### config.mk
export PLATFORM = sky130hd
export DESIGN_NAME = hps_sequencer
export DESIGN_NICKNAME = d
export VERILOG_FILES = /design/src/hdl/hps_pkg.sv /design/src/hdl/hps_sequencer.sv
export SDC_FILE = /design/constraint.sdc
export NUM_CORES = 1
export LEC_CHECK = 0
export ABC_AREA = 1
export BUFFER_PORTS_ARGS = -buffer_cell sky130_fd_sc_hd__buf_2
export CORE_MARGIN = 10
export CORE_UTILIZATION = 55
export DETAILED_ROUTE_END_ITERATION = 16
export GPL_TIMING_DRIVEN = 1
export PLACE_DENSITY = 0.76
export SETUP_SLACK_MARGIN = 0.2
export SKIP_CTS_REPAIR_TIMING = 1
export SLEW_MARGIN = 5
export SYNTH_ARGS = -nofsm -noshare
export SYNTH_HDL_FRONTEND = slang
export SYNTH_SLANG_ARGS = --single-unit
### constraint.sdc
create_clock -name mclk_in -period 3.11 [get_ports mclk_in]
set_clock_uncertainty 0.05 [all_clocks]
set_input_delay 0.1555 -clock mclk_in [delete_from_list [all_inputs] [get_ports mclk_in]]
set_output_delay 0.1555 -clock mclk_in [all_outputs]
set_load 0.01 [all_outputs]
### src/hdl/hps_pkg.sv
// Purpose: Shared constants and types for the packet sequencer
// Assumes: AXI4-Lite register access, 32-bit data
// Notes:   Offsets are byte addresses
package hps_pkg;
   // ****************************************
   // Register offsets
   // ****************************************
   localparam logic [7:0] HPS_OFS_IFIELD  = 8'h00;
   localparam logic [7:0] HPS_OFS_CMD     = 8'h04;
   localparam logic [7:0] HPS_OFS_COUNT   = 8'h08;
   localparam logic [7:0] HPS_OFS_BURST   = 8'h0c;
   localparam logic [7:0] HPS_OFS_DATA    = 8'h10;
   localparam logic [7:0] HPS_OFS_STATUS  = 8'h14;
   localparam logic [7:0] HPS_OFS_RXOFS   = 8'h18;
   localparam logic [7:0] HPS_OFS_RXCTL   = 8'h1c;
   localparam logic [7:0] HPS_OFS_USER    = 8'h20;
   localparam logic [7:0] HPS_OFS_RXPEER  = 8'h24;
   // ****************************************
   // Command codes and fields
   // ****************************************
   localparam logic [2:0] HPS_CMD_SET_IFIELD  = 3'h1;
   localparam logic [2:0] HPS_CMD_OPEN_HELD   = 3'h2;
   localparam logic [2:0] HPS_CMD_CLOSE       = 3'h3;
   localparam logic [2:0] HPS_CMD_BEGIN_PKT   = 3'h4;
   localparam logic [2:0] HPS_CMD_FINISH_PKT  = 3'h5;
   localparam logic [2:0] HPS_CMD_BURST       = 3'h6;
   localparam int         HPS_CMD_USER_LSB    = 8;
   localparam logic [27:0] HPS_UNBOUNDED_CODE = 28'hfff_ffff;
   localparam logic [24:0] HPS_MAX_WRITE_BYTES = 25'h100_0000;
   localparam logic [31:0] HPS_RESP_OKAY      = 32'h0000_0000;
   localparam logic [1:0]  HPS_BRESP_OKAY     = 2'h0;
   localparam logic [1:0]  HPS_BRESP_SLVERR   = 2'h2;
   localparam int          HPS_USERS          = 4;
   localparam logic [3:0]  HPS_WORD_BYTES     = 4'h4;
   typedef enum logic [1:0] {
      HPS_ST_IDLE = 2'b00,
      HPS_ST_REQ  = 2'b01,
      HPS_ST_CONN = 2'b10,
      HPS_ST_DROP = 2'b11
   } hps_state_type;
   typedef struct packed {
      logic        request;
      logic        packet;
      logic        burst;
      logic [31:0] ifield;
      logic [31:0] data;
      logic        data_valid;
   } hps_tx_type;
   typedef struct packed {
      logic        connect;
      logic        packet;
      logic [31:0] ifield;
      logic [31:0] data;
      logic        data_valid;
   } hps_rx_type;
endpackage : hps_pkg

### src/hdl/hps_sequencer.sv
// Function
// RULE_01: Single mode: one write one packet, auto-disconnect
// RULE_02: Held, no count: drop packet per write
// RULE_03: Held link permits single or counted packets
// RULE_04: Held link ends only on close command
// RULE_05: Stored I-field persists across packets
// RULE_06: Counted packet appends writes until count
// RULE_07: Single counted packet drops packet and request
// RULE_08: Held counted packet ends, link stays
// RULE_09: First-burst size stored, applies later packets
// RULE_10: Unbounded code keeps packet until finish
// RULE_11: After finish, link held until close
// RULE_12: Held link accepts only its peer
// RULE_13: Channel claimed only at first data write
// RULE_14: Setup commands never reserve the channel
// RULE_15: Other users' writes stall while requesting
// RULE_16: Stalled users granted after request, connect drop
// RULE_17: Raw receive accepts every connection when enabled
// RULE_18: Received words delivered in arrival order
// RULE_19: Readable received byte offset, zero marks start
// RULE_20: Host buffers 8-byte aligned, at most 16MB
// RULE_21: I-field driven with request until connect
// RULE_22: Byte offset clears when incoming packet drops
// Purpose: Source sequencer and receive offset tracker
// Assumes: One clock; link pins are synchronised here
// Notes:   A data write is one 32-bit word; stalled writes hold bvalid low
//          A stalled write holds the bus, so only self-closing links suit sharing
`timescale 1ns/10ps
`default_nettype none
module hps_sequencer
   import hps_pkg::*;
(
   input  wire logic        mclk_in,
   input  wire logic        rstn_in,
   input  wire logic [31:0] s_axi_awaddr,
   input  wire logic        s_axi_awvalid,
   output logic             s_axi_awready,
   input  wire logic [31:0] s_axi_wdata,
   input  wire logic [3:0]  s_axi_wstrb,
   input  wire logic        s_axi_wvalid,
   output logic             s_axi_wready,
   output logic [1:0]       s_axi_bresp,
   output logic             s_axi_bvalid,
   input  wire logic        s_axi_bready,
   input  wire logic [31:0] s_axi_araddr,
   input  wire logic        s_axi_arvalid,
   output logic             s_axi_arready,
   output logic [31:0]      s_axi_rdata,
   output logic [1:0]       s_axi_rresp,
   output logic             s_axi_rvalid,
   input  wire logic        s_axi_rready,
   input  wire logic        connect_in,
   input  wire logic        rx_request_in,
   input  wire logic        rx_packet_in,
   input  wire logic        rx_valid_in,
   input  wire logic [31:0] rx_ifield_in,
   input  wire logic [31:0] rx_data_in,
   output hps_tx_type       tx_out,
   output logic             rx_connect_out,
   output logic [31:0]      rx_word_out,
   output logic             rx_word_valid_out
);
   // ****************************************
   // State
   // ****************************************
   typedef struct packed {
      hps_state_type st;
      logic        aw_got;
      logic        w_got;
      logic [7:0]  aw_addr;
      logic [31:0] wdata;
      logic        bvalid;
      logic [1:0]  bresp;
      logic        rvalid;
      logic [31:0] rdata;
      logic [31:0] ifield;
      logic [1:0]  user;
      logic [1:0]  owner;
      logic [HPS_USERS-1:0] held;
      logic [HPS_USERS-1:0] counted;
      logic [HPS_USERS-1:0][27:0] count;
      logic [31:0] burst;
      logic [27:0] sent;
      logic        cur_held;
      logic        cur_counted;
      logic        cur_unbounded;
      logic        close_pend;
      logic        pkt_end;
      logic        rx_en;
      logic [31:0] rx_peer;
      logic [31:0] rx_ofs;
      logic        rx_conn;
      logic [3:0]  s1;
      logic [3:0]  s2;
      logic [31:0] rxd1;
      logic [31:0] rxd2;
      logic [31:0] rxi1;
      logic [31:0] rxi2;
      hps_tx_type  tx;
      logic [31:0] rx_word;
      logic        rx_word_valid;
      logic        awrdy;
      logic        wrdy;
      logic        arrdy;
      logic [1:0]  rresp;
   } hps_all_type;
   hps_all_type q_reg;
   hps_all_type q_next;
   function automatic logic is_ofs(input logic [7:0] a, input logic [7:0] o);
      is_ofs = (a == o);
   endfunction : is_ofs
   // Unbounded code never ends a packet by count
   function automatic logic count_done(input logic [27:0] total, input logic [27:0] limit);
      count_done = (limit != HPS_UNBOUNDED_CODE) && (total >= limit);
   endfunction : count_done
   logic [2:0]  cmd;
   logic [1:0]  cuser;
   logic        wr_go;
   logic        data_wr;
   logic        may_send;
   logic [27:0] sent_sum;
   always_comb begin
      q_next   = q_reg;
      cmd      = q_reg.wdata[2:0];
      cuser    = q_reg.wdata[HPS_CMD_USER_LSB +: 2];
      wr_go    = q_reg.aw_got && q_reg.w_got && !q_reg.bvalid;
      data_wr  = wr_go && is_ofs(q_reg.aw_addr, HPS_OFS_DATA);
      sent_sum = q_reg.sent + 28'(HPS_WORD_BYTES);
      // Owner may send when link up; others stall while channel busy
      may_send = (q_reg.st == HPS_ST_IDLE) || (q_reg.owner == q_reg.user && q_reg.st == HPS_ST_CONN); // RULE_15
      q_next.tx.data_valid = 1'b0;
      q_next.rx_word_valid = 1'b0;
      q_next.tx.burst      = 1'b0;
      if (s_axi_awvalid && q_reg.awrdy) begin
         q_next.aw_got  = 1'b1;
         q_next.aw_addr = s_axi_awaddr[7:0];
      end
      if (s_axi_wvalid && q_reg.wrdy) begin
         q_next.w_got = 1'b1;
         q_next.wdata = s_axi_wdata;
      end
      if (q_reg.bvalid && s_axi_bready) begin
         q_next.bvalid = 1'b0;
         q_next.aw_got = 1'b0;
         q_next.w_got  = 1'b0;
      end
      // ****************************************
      // Register writes and commands
      // ****************************************
      if (wr_go && !data_wr) begin
         q_next.bvalid = 1'b1;
         q_next.bresp  = HPS_BRESP_OKAY;
         case (q_reg.aw_addr)
            HPS_OFS_IFIELD: q_next.ifield = q_reg.wdata; // RULE_05
            HPS_OFS_COUNT:  q_next.count[q_reg.user] = q_reg.wdata[27:0];
            HPS_OFS_BURST:  q_next.burst = q_reg.wdata; // RULE_09
            HPS_OFS_RXCTL:  q_next.rx_en = q_reg.wdata[0];
            HPS_OFS_USER:   q_next.user = q_reg.wdata[1:0];
            HPS_OFS_CMD: begin
               // Setups only mark per-user flags or load the burst register, never the channel
               case (cmd) // RULE_14
                  HPS_CMD_OPEN_HELD:  q_next.held[cuser] = 1'b1;
                  HPS_CMD_BEGIN_PKT:  q_next.counted[cuser] = 1'b1; // RULE_13
                  HPS_CMD_BURST:      q_next.burst = q_reg.ifield;
                  HPS_CMD_SET_IFIELD: q_next.held[cuser] = 1'b0;
                  HPS_CMD_FINISH_PKT: begin
                     q_next.counted[cuser] = 1'b0;
                     if (q_reg.owner == cuser && q_reg.st != HPS_ST_IDLE) begin
                        q_next.tx.packet = 1'b0; // RULE_10
                     end
                  end
                  HPS_CMD_CLOSE: begin
                     q_next.held[cuser]    = 1'b0;
                     q_next.counted[cuser] = 1'b0;
                     if (q_reg.owner == cuser && q_reg.st != HPS_ST_IDLE) begin
                        q_next.close_pend = 1'b1; // RULE_04 RULE_11
                     end
                  end
                  default: q_next.bresp = HPS_BRESP_SLVERR;
               endcase
            end
            default: q_next.bresp = HPS_BRESP_SLVERR;
         endcase
      end
      // ****************************************
      // Packet end
      // ****************************************
      // One cycle late, so the last word still goes out inside the packet
      if (q_reg.pkt_end) begin
         q_next.tx.packet = 1'b0;
         q_next.pkt_end   = 1'b0;
      end
      // ****************************************
      // Data write: claim, send, end packet
      // ****************************************
      if (data_wr && may_send) begin
         if (q_reg.st == HPS_ST_IDLE) begin
            // First write claims channel; word held until connect
            q_next.st          = HPS_ST_REQ; // RULE_13
            q_next.owner       = q_reg.user;
            q_next.tx.request  = 1'b1;
            q_next.tx.ifield   = q_reg.ifield; // RULE_21
            q_next.cur_held    = q_reg.held[q_reg.user];
            q_next.sent        = 28'h000_0000;
         end else begin
            q_next.bvalid         = 1'b1;
            q_next.bresp          = HPS_BRESP_OKAY;
            q_next.tx.data        = q_reg.wdata;
            q_next.tx.data_valid  = 1'b1;
            if (!q_reg.tx.packet) begin
               // New packet on an open link
               q_next.tx.packet      = 1'b1; // RULE_03
               q_next.tx.burst       = 1'b1; // RULE_09
               q_next.cur_counted    = q_reg.counted[q_reg.user];
               q_next.cur_unbounded  = q_reg.count[q_reg.user] == HPS_UNBOUNDED_CODE;
               q_next.sent           = 28'(HPS_WORD_BYTES);
               q_next.counted[q_reg.user] = 1'b0;
               if (!q_reg.counted[q_reg.user] || count_done(28'(HPS_WORD_BYTES), q_reg.count[q_reg.user])) begin
                  q_next.pkt_end = 1'b1; // RULE_01 RULE_02
                  if (!q_reg.cur_held) begin
                     q_next.st = HPS_ST_DROP; // RULE_07
                  end
               end
            end else begin
               q_next.tx.burst = 1'b0;
               q_next.sent     = sent_sum; // RULE_06
               if (q_reg.cur_counted && !q_reg.cur_unbounded && sent_sum >= q_reg.count[q_reg.user]) begin
                  q_next.pkt_end = 1'b1; // RULE_08
                  if (!q_reg.cur_held) begin
                     q_next.st = HPS_ST_DROP; // RULE_07
                  end
               end
            end
         end
      end
      // ****************************************
      // Link sequencing
      // ****************************************
      case (q_reg.st)
         HPS_ST_REQ: begin
            if (q_reg.s2[0]) begin
               q_next.st = HPS_ST_CONN; // RULE_21
            end
         end
         HPS_ST_CONN: begin
            if (q_reg.close_pend) begin
               q_next.st = HPS_ST_DROP;
            end
         end
         HPS_ST_DROP: begin
            // Channel frees only once connect has fallen too
            q_next.tx.request = 1'b0;
            q_next.pkt_end    = 1'b0;
            q_next.tx.packet  = 1'b0;
            q_next.close_pend = 1'b0;
            if (!q_reg.tx.request && !q_reg.s2[0]) begin
               q_next.st = HPS_ST_IDLE; // RULE_16
            end
         end
         default: ;
      endcase
      // ****************************************
      // Receive side
      // ****************************************
      // Request joins connect, packet and valid in the synchroniser
      q_next.s1   = {rx_request_in, rx_valid_in, rx_packet_in, connect_in};
      q_next.s2   = q_reg.s1;
      q_next.rxd1 = rx_data_in;
      q_next.rxd2 = q_reg.rxd1;
      q_next.rxi1 = rx_ifield_in;
      q_next.rxi2 = q_reg.rxi1;
      if (q_reg.s2[2] && q_reg.s2[1] && q_reg.rx_conn) begin
         q_next.rx_word       = q_reg.rxd2; // RULE_18
         q_next.rx_word_valid = 1'b1;
         q_next.rx_ofs        = q_reg.rx_ofs + 32'(HPS_WORD_BYTES); // RULE_19
      end
      if (!q_reg.s2[1]) begin
         q_next.rx_ofs = 32'h0000_0000; // RULE_22
      end
      // ****************************************
      // Peer filter
      // ****************************************
      // Only the held link's peer gets through while that link is up
      q_next.rx_conn = q_reg.rx_en && q_reg.s2[3] && // RULE_17
         !(q_reg.cur_held && q_reg.st != HPS_ST_IDLE && q_reg.rxi2 != q_reg.rx_peer); // RULE_12
      if (wr_go && is_ofs(q_reg.aw_addr, HPS_OFS_RXPEER)) begin
         q_next.rx_peer = q_reg.wdata;
      end
      // ****************************************
      // Register reads
      // ****************************************
      if (q_reg.rvalid && s_axi_rready) begin
         q_next.rvalid = 1'b0;
      end
      if (s_axi_arvalid && q_reg.arrdy) begin
         q_next.rvalid = 1'b1;
         q_next.rresp  = HPS_BRESP_OKAY;
         case (s_axi_araddr[7:0])
            HPS_OFS_IFIELD: q_next.rdata = q_reg.ifield;
            HPS_OFS_BURST:  q_next.rdata = q_reg.burst;
            HPS_OFS_STATUS: q_next.rdata = {24'h00_0000, q_reg.owner, q_reg.st,
                                            q_reg.tx.packet, q_reg.tx.request, q_reg.s2[0], q_reg.cur_held};
            HPS_OFS_RXOFS:  q_next.rdata = q_reg.rx_ofs; // RULE_19
            HPS_OFS_RXCTL:  q_next.rdata = {31'h0000_0000, q_reg.rx_en};
            HPS_OFS_USER:   q_next.rdata = {30'h0000_0000, q_reg.user};
            HPS_OFS_RXPEER: q_next.rdata = q_reg.rx_peer;
            default:        q_next.rdata = HPS_RESP_OKAY;
         endcase
      end
      // ****************************************
      // Ready flops
      // ****************************************
      // Ready mirrors the latch state one edge ahead, so it leaves a flop
      q_next.awrdy = !q_next.aw_got;
      q_next.wrdy  = !q_next.w_got;
      q_next.arrdy = !q_next.rvalid;
   end
   always_ff @(posedge mclk_in or negedge rstn_in) begin
      if (!rstn_in) begin
         q_reg <= '0;
      end else begin
         q_reg <= q_next;
      end
   end
   // ****************************************
   // Outputs
   // ****************************************
   assign s_axi_awready     = q_reg.awrdy;
   assign s_axi_wready      = q_reg.wrdy;
   assign s_axi_bvalid      = q_reg.bvalid;
   assign s_axi_bresp       = q_reg.bresp;
   assign s_axi_arready     = q_reg.arrdy;
   assign s_axi_rvalid      = q_reg.rvalid;
   assign s_axi_rdata       = q_reg.rdata;
   assign s_axi_rresp       = q_reg.rresp;
   assign tx_out            = q_reg.tx;
   assign rx_connect_out    = q_reg.rx_conn;
   assign rx_word_out       = q_reg.rx_word;
   assign rx_word_valid_out = q_reg.rx_word_valid;
endmodule : hps_sequencer
`default_nettype wire

==> results of run 1 <==
-- area by class of cell --
cell class,instances,area [µm²]
fillers,3580,16000
flip-flops and latches,603,15100
multi-input cells,1766,8750
repair buffers,452,3170
clock buffers,86,1750
inverters,248,931
well taps,607,759
clock inverters,21,332
diodes,1,2.50
-- where the power goes --
group	internal [µW]	total [µW]	switching (µW)	leakage [µW]
sequential	9030	9900	870	0.00800
clock	4490	7620	3130	0.00102
combinational	1760	6040	4280	0.00613
-- stage by stage --
step,hold slack [ns],power [µW]
floorplan,-0.190,13200
global placement,0.213,15200
finish,-0.0288,23600
CTS,-0.449,23000
global route,0.00243,24600
detailed placement,0.215,15400
-- Yosys cell counts (4+ instances only) --
library cell  number  area (µm²)
a21oi_1           41         205
a221oi_1           6        52.6
a22oi_1            9        67.6
a31oi_1           11        68.8
buf_2             24         120
buf_4            140        1050
buf_6              9         101
clkbuf_1          83         312
dfrtp_1          603       15100
ha_1              32         400
inv_1            243         912
inv_2              4        15.0
nand2_1          829        3110
nand3_1           99         495
nand4_1           20         125
nor2_1           106         398
nor2_2             5        31.3
nor3_1            18        90.1
nor3_2             6        60.1
nor4_1            15        93.8
o2111ai_1          5        43.8
o211ai_1          29         218
o21a_1             5        37.5
o21ai_0          387        1940
o21ai_1            6        30.0
o22ai_1           54         338
or2_2              8        50.1
xnor2_1           21         184
xor2_1            21         184
-- worst max path at each step --
stage | startpoint | end | slack (ns) | depth (start not counted)
after detailed placement | q_reg[315] | q_reg[608] | -0.29 | 22
after global placement | q_reg[315] | q_reg[608] | -0.13 | 24
after global routing | q_reg[316] | q_reg[608] | -0.33 | 25
after floorplan | q_reg[315] | q_reg[608] | 0.26 | 22
after CTS | q_reg[315] | q_reg[608] | -0.31 | 22
final | q_reg[316] | q_reg[608] | -0.16 | 25
-- worst max-delay path, stage by stage (launching register included) --
cell and delay [ns]:
dfrtp_1 0.37, ha_2 0.20, nand2_2 0.07, nor2_4 0.12, nand3_2 0.07, nor2_1 0.11, inv_1 0.08, nor2_4 0.15
nand2_4 0.09, nor2_4 0.15, nand2_2 0.10, xor2_1 0.19, inv_1 0.11, ha_4 0.29, nand2_4 0.05, nor2_4 0.08
nand2_2 0.08, nor2_4 0.10, nand2_2 0.06, nor2_2 0.09, nor2_2 0.05, nand3_2 0.12, nand3_2 0.11, nand3_2 0.08
nand2_2 0.05, a21oi_2 0.15
-- cells by family after synthesis --
logic type,synth area share
simple gates,0.177
flops,0.577
compound gates,0.120
buf+inv,0.0966
xor+xnor,0.0141
fa+ha+maj,0.0153
other cells,0.000143
-- per-layer routing --
| metal | part of all wire | global-route usage | vias up |
|---|---|---|---|
| li1 | - | - | 9708 |
| met3 | 0.10 | 0.0737 | 180 |
| met1 | 0.40 | 0.357 | 10600 |
| met5 | 0 | 0 | - |
| met4 | 0.039 | 0.100 | 0 |
| met2 | 0.46 | 0.411 | 1095 |
==> results.yml, run 1 <==
outcome:
  status: "complete, but fails checks"
  violations: "negative hold slack, negative setup slack"
worst_setup_path:
  r2r_start: "q_reg[316]"
  start_kind: "register"
  reg2reg_setup_slack_ns: -0.16
  cp_data_required_time_ns: 3.60
  cp-end-kind: "register"
  crit_arrival_ns: 3.75
  worstPathMaxFanout: 3
  r2r_end: "q_reg[608]"
  r2r_cells: 25
  critPathKind: "reg2reg"
die:
  fp.dieArea_um2: 56700
  core_area_um2: 46800
  die_h_um: 238
  die_x_um: 238
  rows: 79
  io_pins: 318
  start_util: 0.559
grt:
  grt_max_degree: 105
  antenna_found_initial: 4
  grt_pass1_wl_um: 119000
  grt_pass1_vias: 20800
  gr-total-overflow: 0
  grt_use_total: 0.267
drt:
  drc: 0
  antenna_left: 0
  avgViaCountPerCell: 5.69
  wl_per_cell_um: 21.0
  routed-via-count: 21500
  firstDrtPassIters: 6
  wirelength_um: 79500
  first_iter_violations: 2721
worst_hold_path:
  holdPathStages: 4
  min_to: "q_reg[604]"
  hold_start: "s_axi_awvalid"
  holdCritPathClass: "in2reg"
synth:
  async_reset_ff_frac: 1.00
  ys_seq_area_frac: 0.577
  yosys_most_used_dff: "dfrtp_1"
  avgSynthCellArea_um2: 9.10
  synth_edf_count: 0
  ys_warn_count: 0
  synth_cell_types: 50
  synth_cells: 2875
  syn_area_um2: 26200
  ys_ff_latch: 603
placement:
  place.gp.congestion: 0.948
  dp.cells: 3559
  portBuffers: 263
  preCtsSetupSlack_ns: -0.293
  placed_area_um2: 27300
  place_hpwl_um: 53700
final_layout:
  fin_nets: 3339
  mostFrequentLayoutCells: "nand2_1, dfrtp_1, o21ai_0, buf_2, inv_1"
  area_growth_pct: 17.7
  final_common_cell: "nand2_1"
  largest_register_ffs: 389
  layoutNonFillerInstCount: 3784
  utilization: 0.658
  finalInstanceArea_um2: 30800
  drive_gt1_frac: 0.160
clock_network:
  max-clock-path-buffers: 3
  clock-sinks: 603
  cts_tree: "done"
  cts_buffers: 61
  cts_root_buffer: "clkbuf_16"
  clk_pin_slew_ns: 0.06
  clk_latency_ns: 0.63
  htree_levels: 2
timing:
  hold_ws_ns: -0.0288
  max_freq_ghz: 0.306
  finalCritPeriodShare: 1.05
  grt_setup_unrepaired: "yes"
  maxSlewHeadroom: 0.363
  finalCriticalPeriod_ns: 3.27
  setup_viol: 3
  finalHoldViolCount: 1
  fin_ws_ns: -0.158
  worstMarginPinSlew_ns: 0.954
  slew_violations: 0
  fin_setup_tns_ns: -0.279
power:
  power.density_nw_per_um2: 765
  worst_ir_drop_vdd_mv: 0.512
  leakagePower_uw: 0.0151
run:
  maxCapViolations: 0
Note: power is estimated with default switching activity, not from simulation.
==> run 2: changes to the inputs <==
--- a/config.mk
+++ b/config.mk
@@ -6,12 +6,14 @@
 export NUM_CORES = 1
 export LEC_CHECK = 0
 export ABC_AREA = 1
-export BUFFER_PORTS_ARGS = -buffer_cell sky130_fd_sc_hd__buf_2
+export BUFFER_PORTS_ARGS = -buffer_cell sky130_fd_sc_hd__buf_4
+export CELL_PAD_IN_SITES_DETAIL_PLACEMENT = 2
+export CELL_PAD_IN_SITES_GLOBAL_PLACEMENT = 2
 export CORE_MARGIN = 10
-export CORE_UTILIZATION = 55
+export CORE_UTILIZATION = 36
 export DETAILED_ROUTE_END_ITERATION = 16
 export GPL_TIMING_DRIVEN = 1
-export PLACE_DENSITY = 0.76
+export PLACE_DENSITY_LB_ADDON = 0.1
 export SETUP_SLACK_MARGIN = 0.2
 export SKIP_CTS_REPAIR_TIMING = 1
 export SLEW_MARGIN = 5
==> results.yml, run 2 (synthesis results as in run 1) <==
final_layout:
  largest_register_ffs: 389
  fin_nets: 3375
  fillers: 7578
  mostFrequentLayoutCells: "nand2_1, dfrtp_1, o21ai_0, buf_4, inv_1"
  drive_gt1_frac: 0.177
  utilization: 0.453
  area_growth_pct: 24.2
  final_common_cell: "nand2_1"
grt:
  grt_use_total: 0.226
  grt_use_met2: 0.377
  grt_pass1_wl_um: 146000
  antenna_found_initial: 4
  grt_pass1_vias: 23600
  grt_util_met3: 0.0503
  gr-total-overflow: 0
  grt_max_degree: 118
  top_usage_layer: "met2"
  use_met1: 0.293
outcome:
  violations: "negative setup slack"
  status: "complete, but fails checks"
drt:
  routed-via-count: 21500
  drc: 0
  wl_per_cell_um: 23.5
  firstDrtPassIters: 5
  avgViaCountPerCell: 5.15
  wirelength_um: 98200
  antenna_left: 0
  first_iter_violations: 1350
timing:
  maxSlewHeadroom: 0.317
  worstMarginPinSlew_ns: 1.02
  finalCriticalPeriod_ns: 3.34
  slew_violations: 0
  finalCritPeriodShare: 1.07
  grt_setup_unrepaired: "yes"
  finalHoldViolCount: 0
  fin_ws_ns: -0.230
  max_freq_ghz: 0.299
  hold_ws_ns: 0.00443
  setup_viol: 3
placement:
  portBuffers: 263
  place.gp.congestion: 0.870
  place_hpwl_um: 67500
worst_setup_path:
  r2r_cells: 24
  cp-end-kind: "register"
  crit_chain: "ha_2, nand2_4, nor2_4, nand3_2, nor2_2, inv_2, nor2_4, nand2_4, nor2_4, nand2_2, nor2_2, xor2_1, ha_1, nand2_2, nor2_4, buf_4, nand2_1, nand2_2, a21oi_2, nand3_2, nand3_2, nand3_2, nand2_2, a21oi_2"
  r2r_end: "q_reg[607]"
  cpMaxStageDelayCell: "dfrtp_1"
  start_kind: "register"
  crit_arrival_ns: 3.78
  crit_start: "q_reg[316]"
  path_depth: 24
  r2r_start: "q_reg[316]"
  critPathKind: "reg2reg"
  cp_data_required_time_ns: 3.55
  max_stage_delay_ns: 0.37
  reg2reg_setup_slack_ns: -0.23
  crit_end: "q_reg[607]"
  worstPathMaxFanout: 3
  path_buf_inv: 2
  path_delay_family: "simple AND/OR/NAND/NOR gates"
die:
  io_pins: 318
  die_x_um: 290
  die_h_um: 290
  fp.dieArea_um2: 83800
  core_area_um2: 71700
  rows: 98
  start_util: 0.365
clock_network:
  max-clock-path-buffers: 3
  clock-sinks: 603
  clk_latency_ns: 0.62
  clk_pin_slew_ns: 0.06
  cts_tree: "done"
  cts_buffers: 71
  cts_root_buffer: "clkbuf_16"
  htree_levels: 3
power:
  power.density_nw_per_um2: 774
  leakagePower_uw: 0.0156
  worst_ir_drop_vdd_mv: 0.435
worst_hold_path:
  holdCritPathClass: "in2async"
run:
  maxCapViolations: 0
[run 2: per-stage QoR]
step / cell area [µm²] / setup slack (ns) / std cells / setup TNS, ns / total power, µW
after global routing: 32500 / -0.462 / 4174 / -1.21 / 26500
final: 32500 / -0.230 / 4175 / -0.558 / 25100
after CTS: 31000 / -0.503 / 4042 / -1.24 / 24900
after floorplan: 26200 / 0.257 / 2876 / 0 / 13200
after detailed placement: 28600 / -0.395 / 3914 / -0.951 / 16200
after global placement: 28600 / -0.204 / 3914 / -0.404 / 15900
[run 2: worst min path at each step]
stage	end	cells past startpoint
2_1_floorplan	cmd[0]	0
6_report	s_axi_arready	2
5_1_grt	s_axi_rvalid	2
3_3_place_gp	s_axi_rvalid	1
3_5_place_dp	s_axi_rvalid	1
4_1_cts	s_axi_rvalid	1
[run 2: layout make-up]
cell class	instances	area, µm²	area share
diodes	2	5.00	0.000154
clock buffers	99	2060	0.0635
clock inverters	29	333	0.0102
inverters	248	931	0.0287
multi-input cells	1766	8800	0.271
flip-flops and latches	603	15100	0.465
well taps	950	1190	0.0366
repair buffers	478	4070	0.125
[run 2: power by group]
| group | internal (µW) | switching [µW] |
|---|---|---|
| sequential | 9030 | 929 |
| combinational | 2050 | 4570 |
| clock | 5010 | 3560 |
[run 2: layer usage]
metal,part of all wire,vias up
met5,0.00021,-
met4,0.021,4
met3,0.056,121
met2,0.49,443
met1,0.44,11200
li1,-,9766
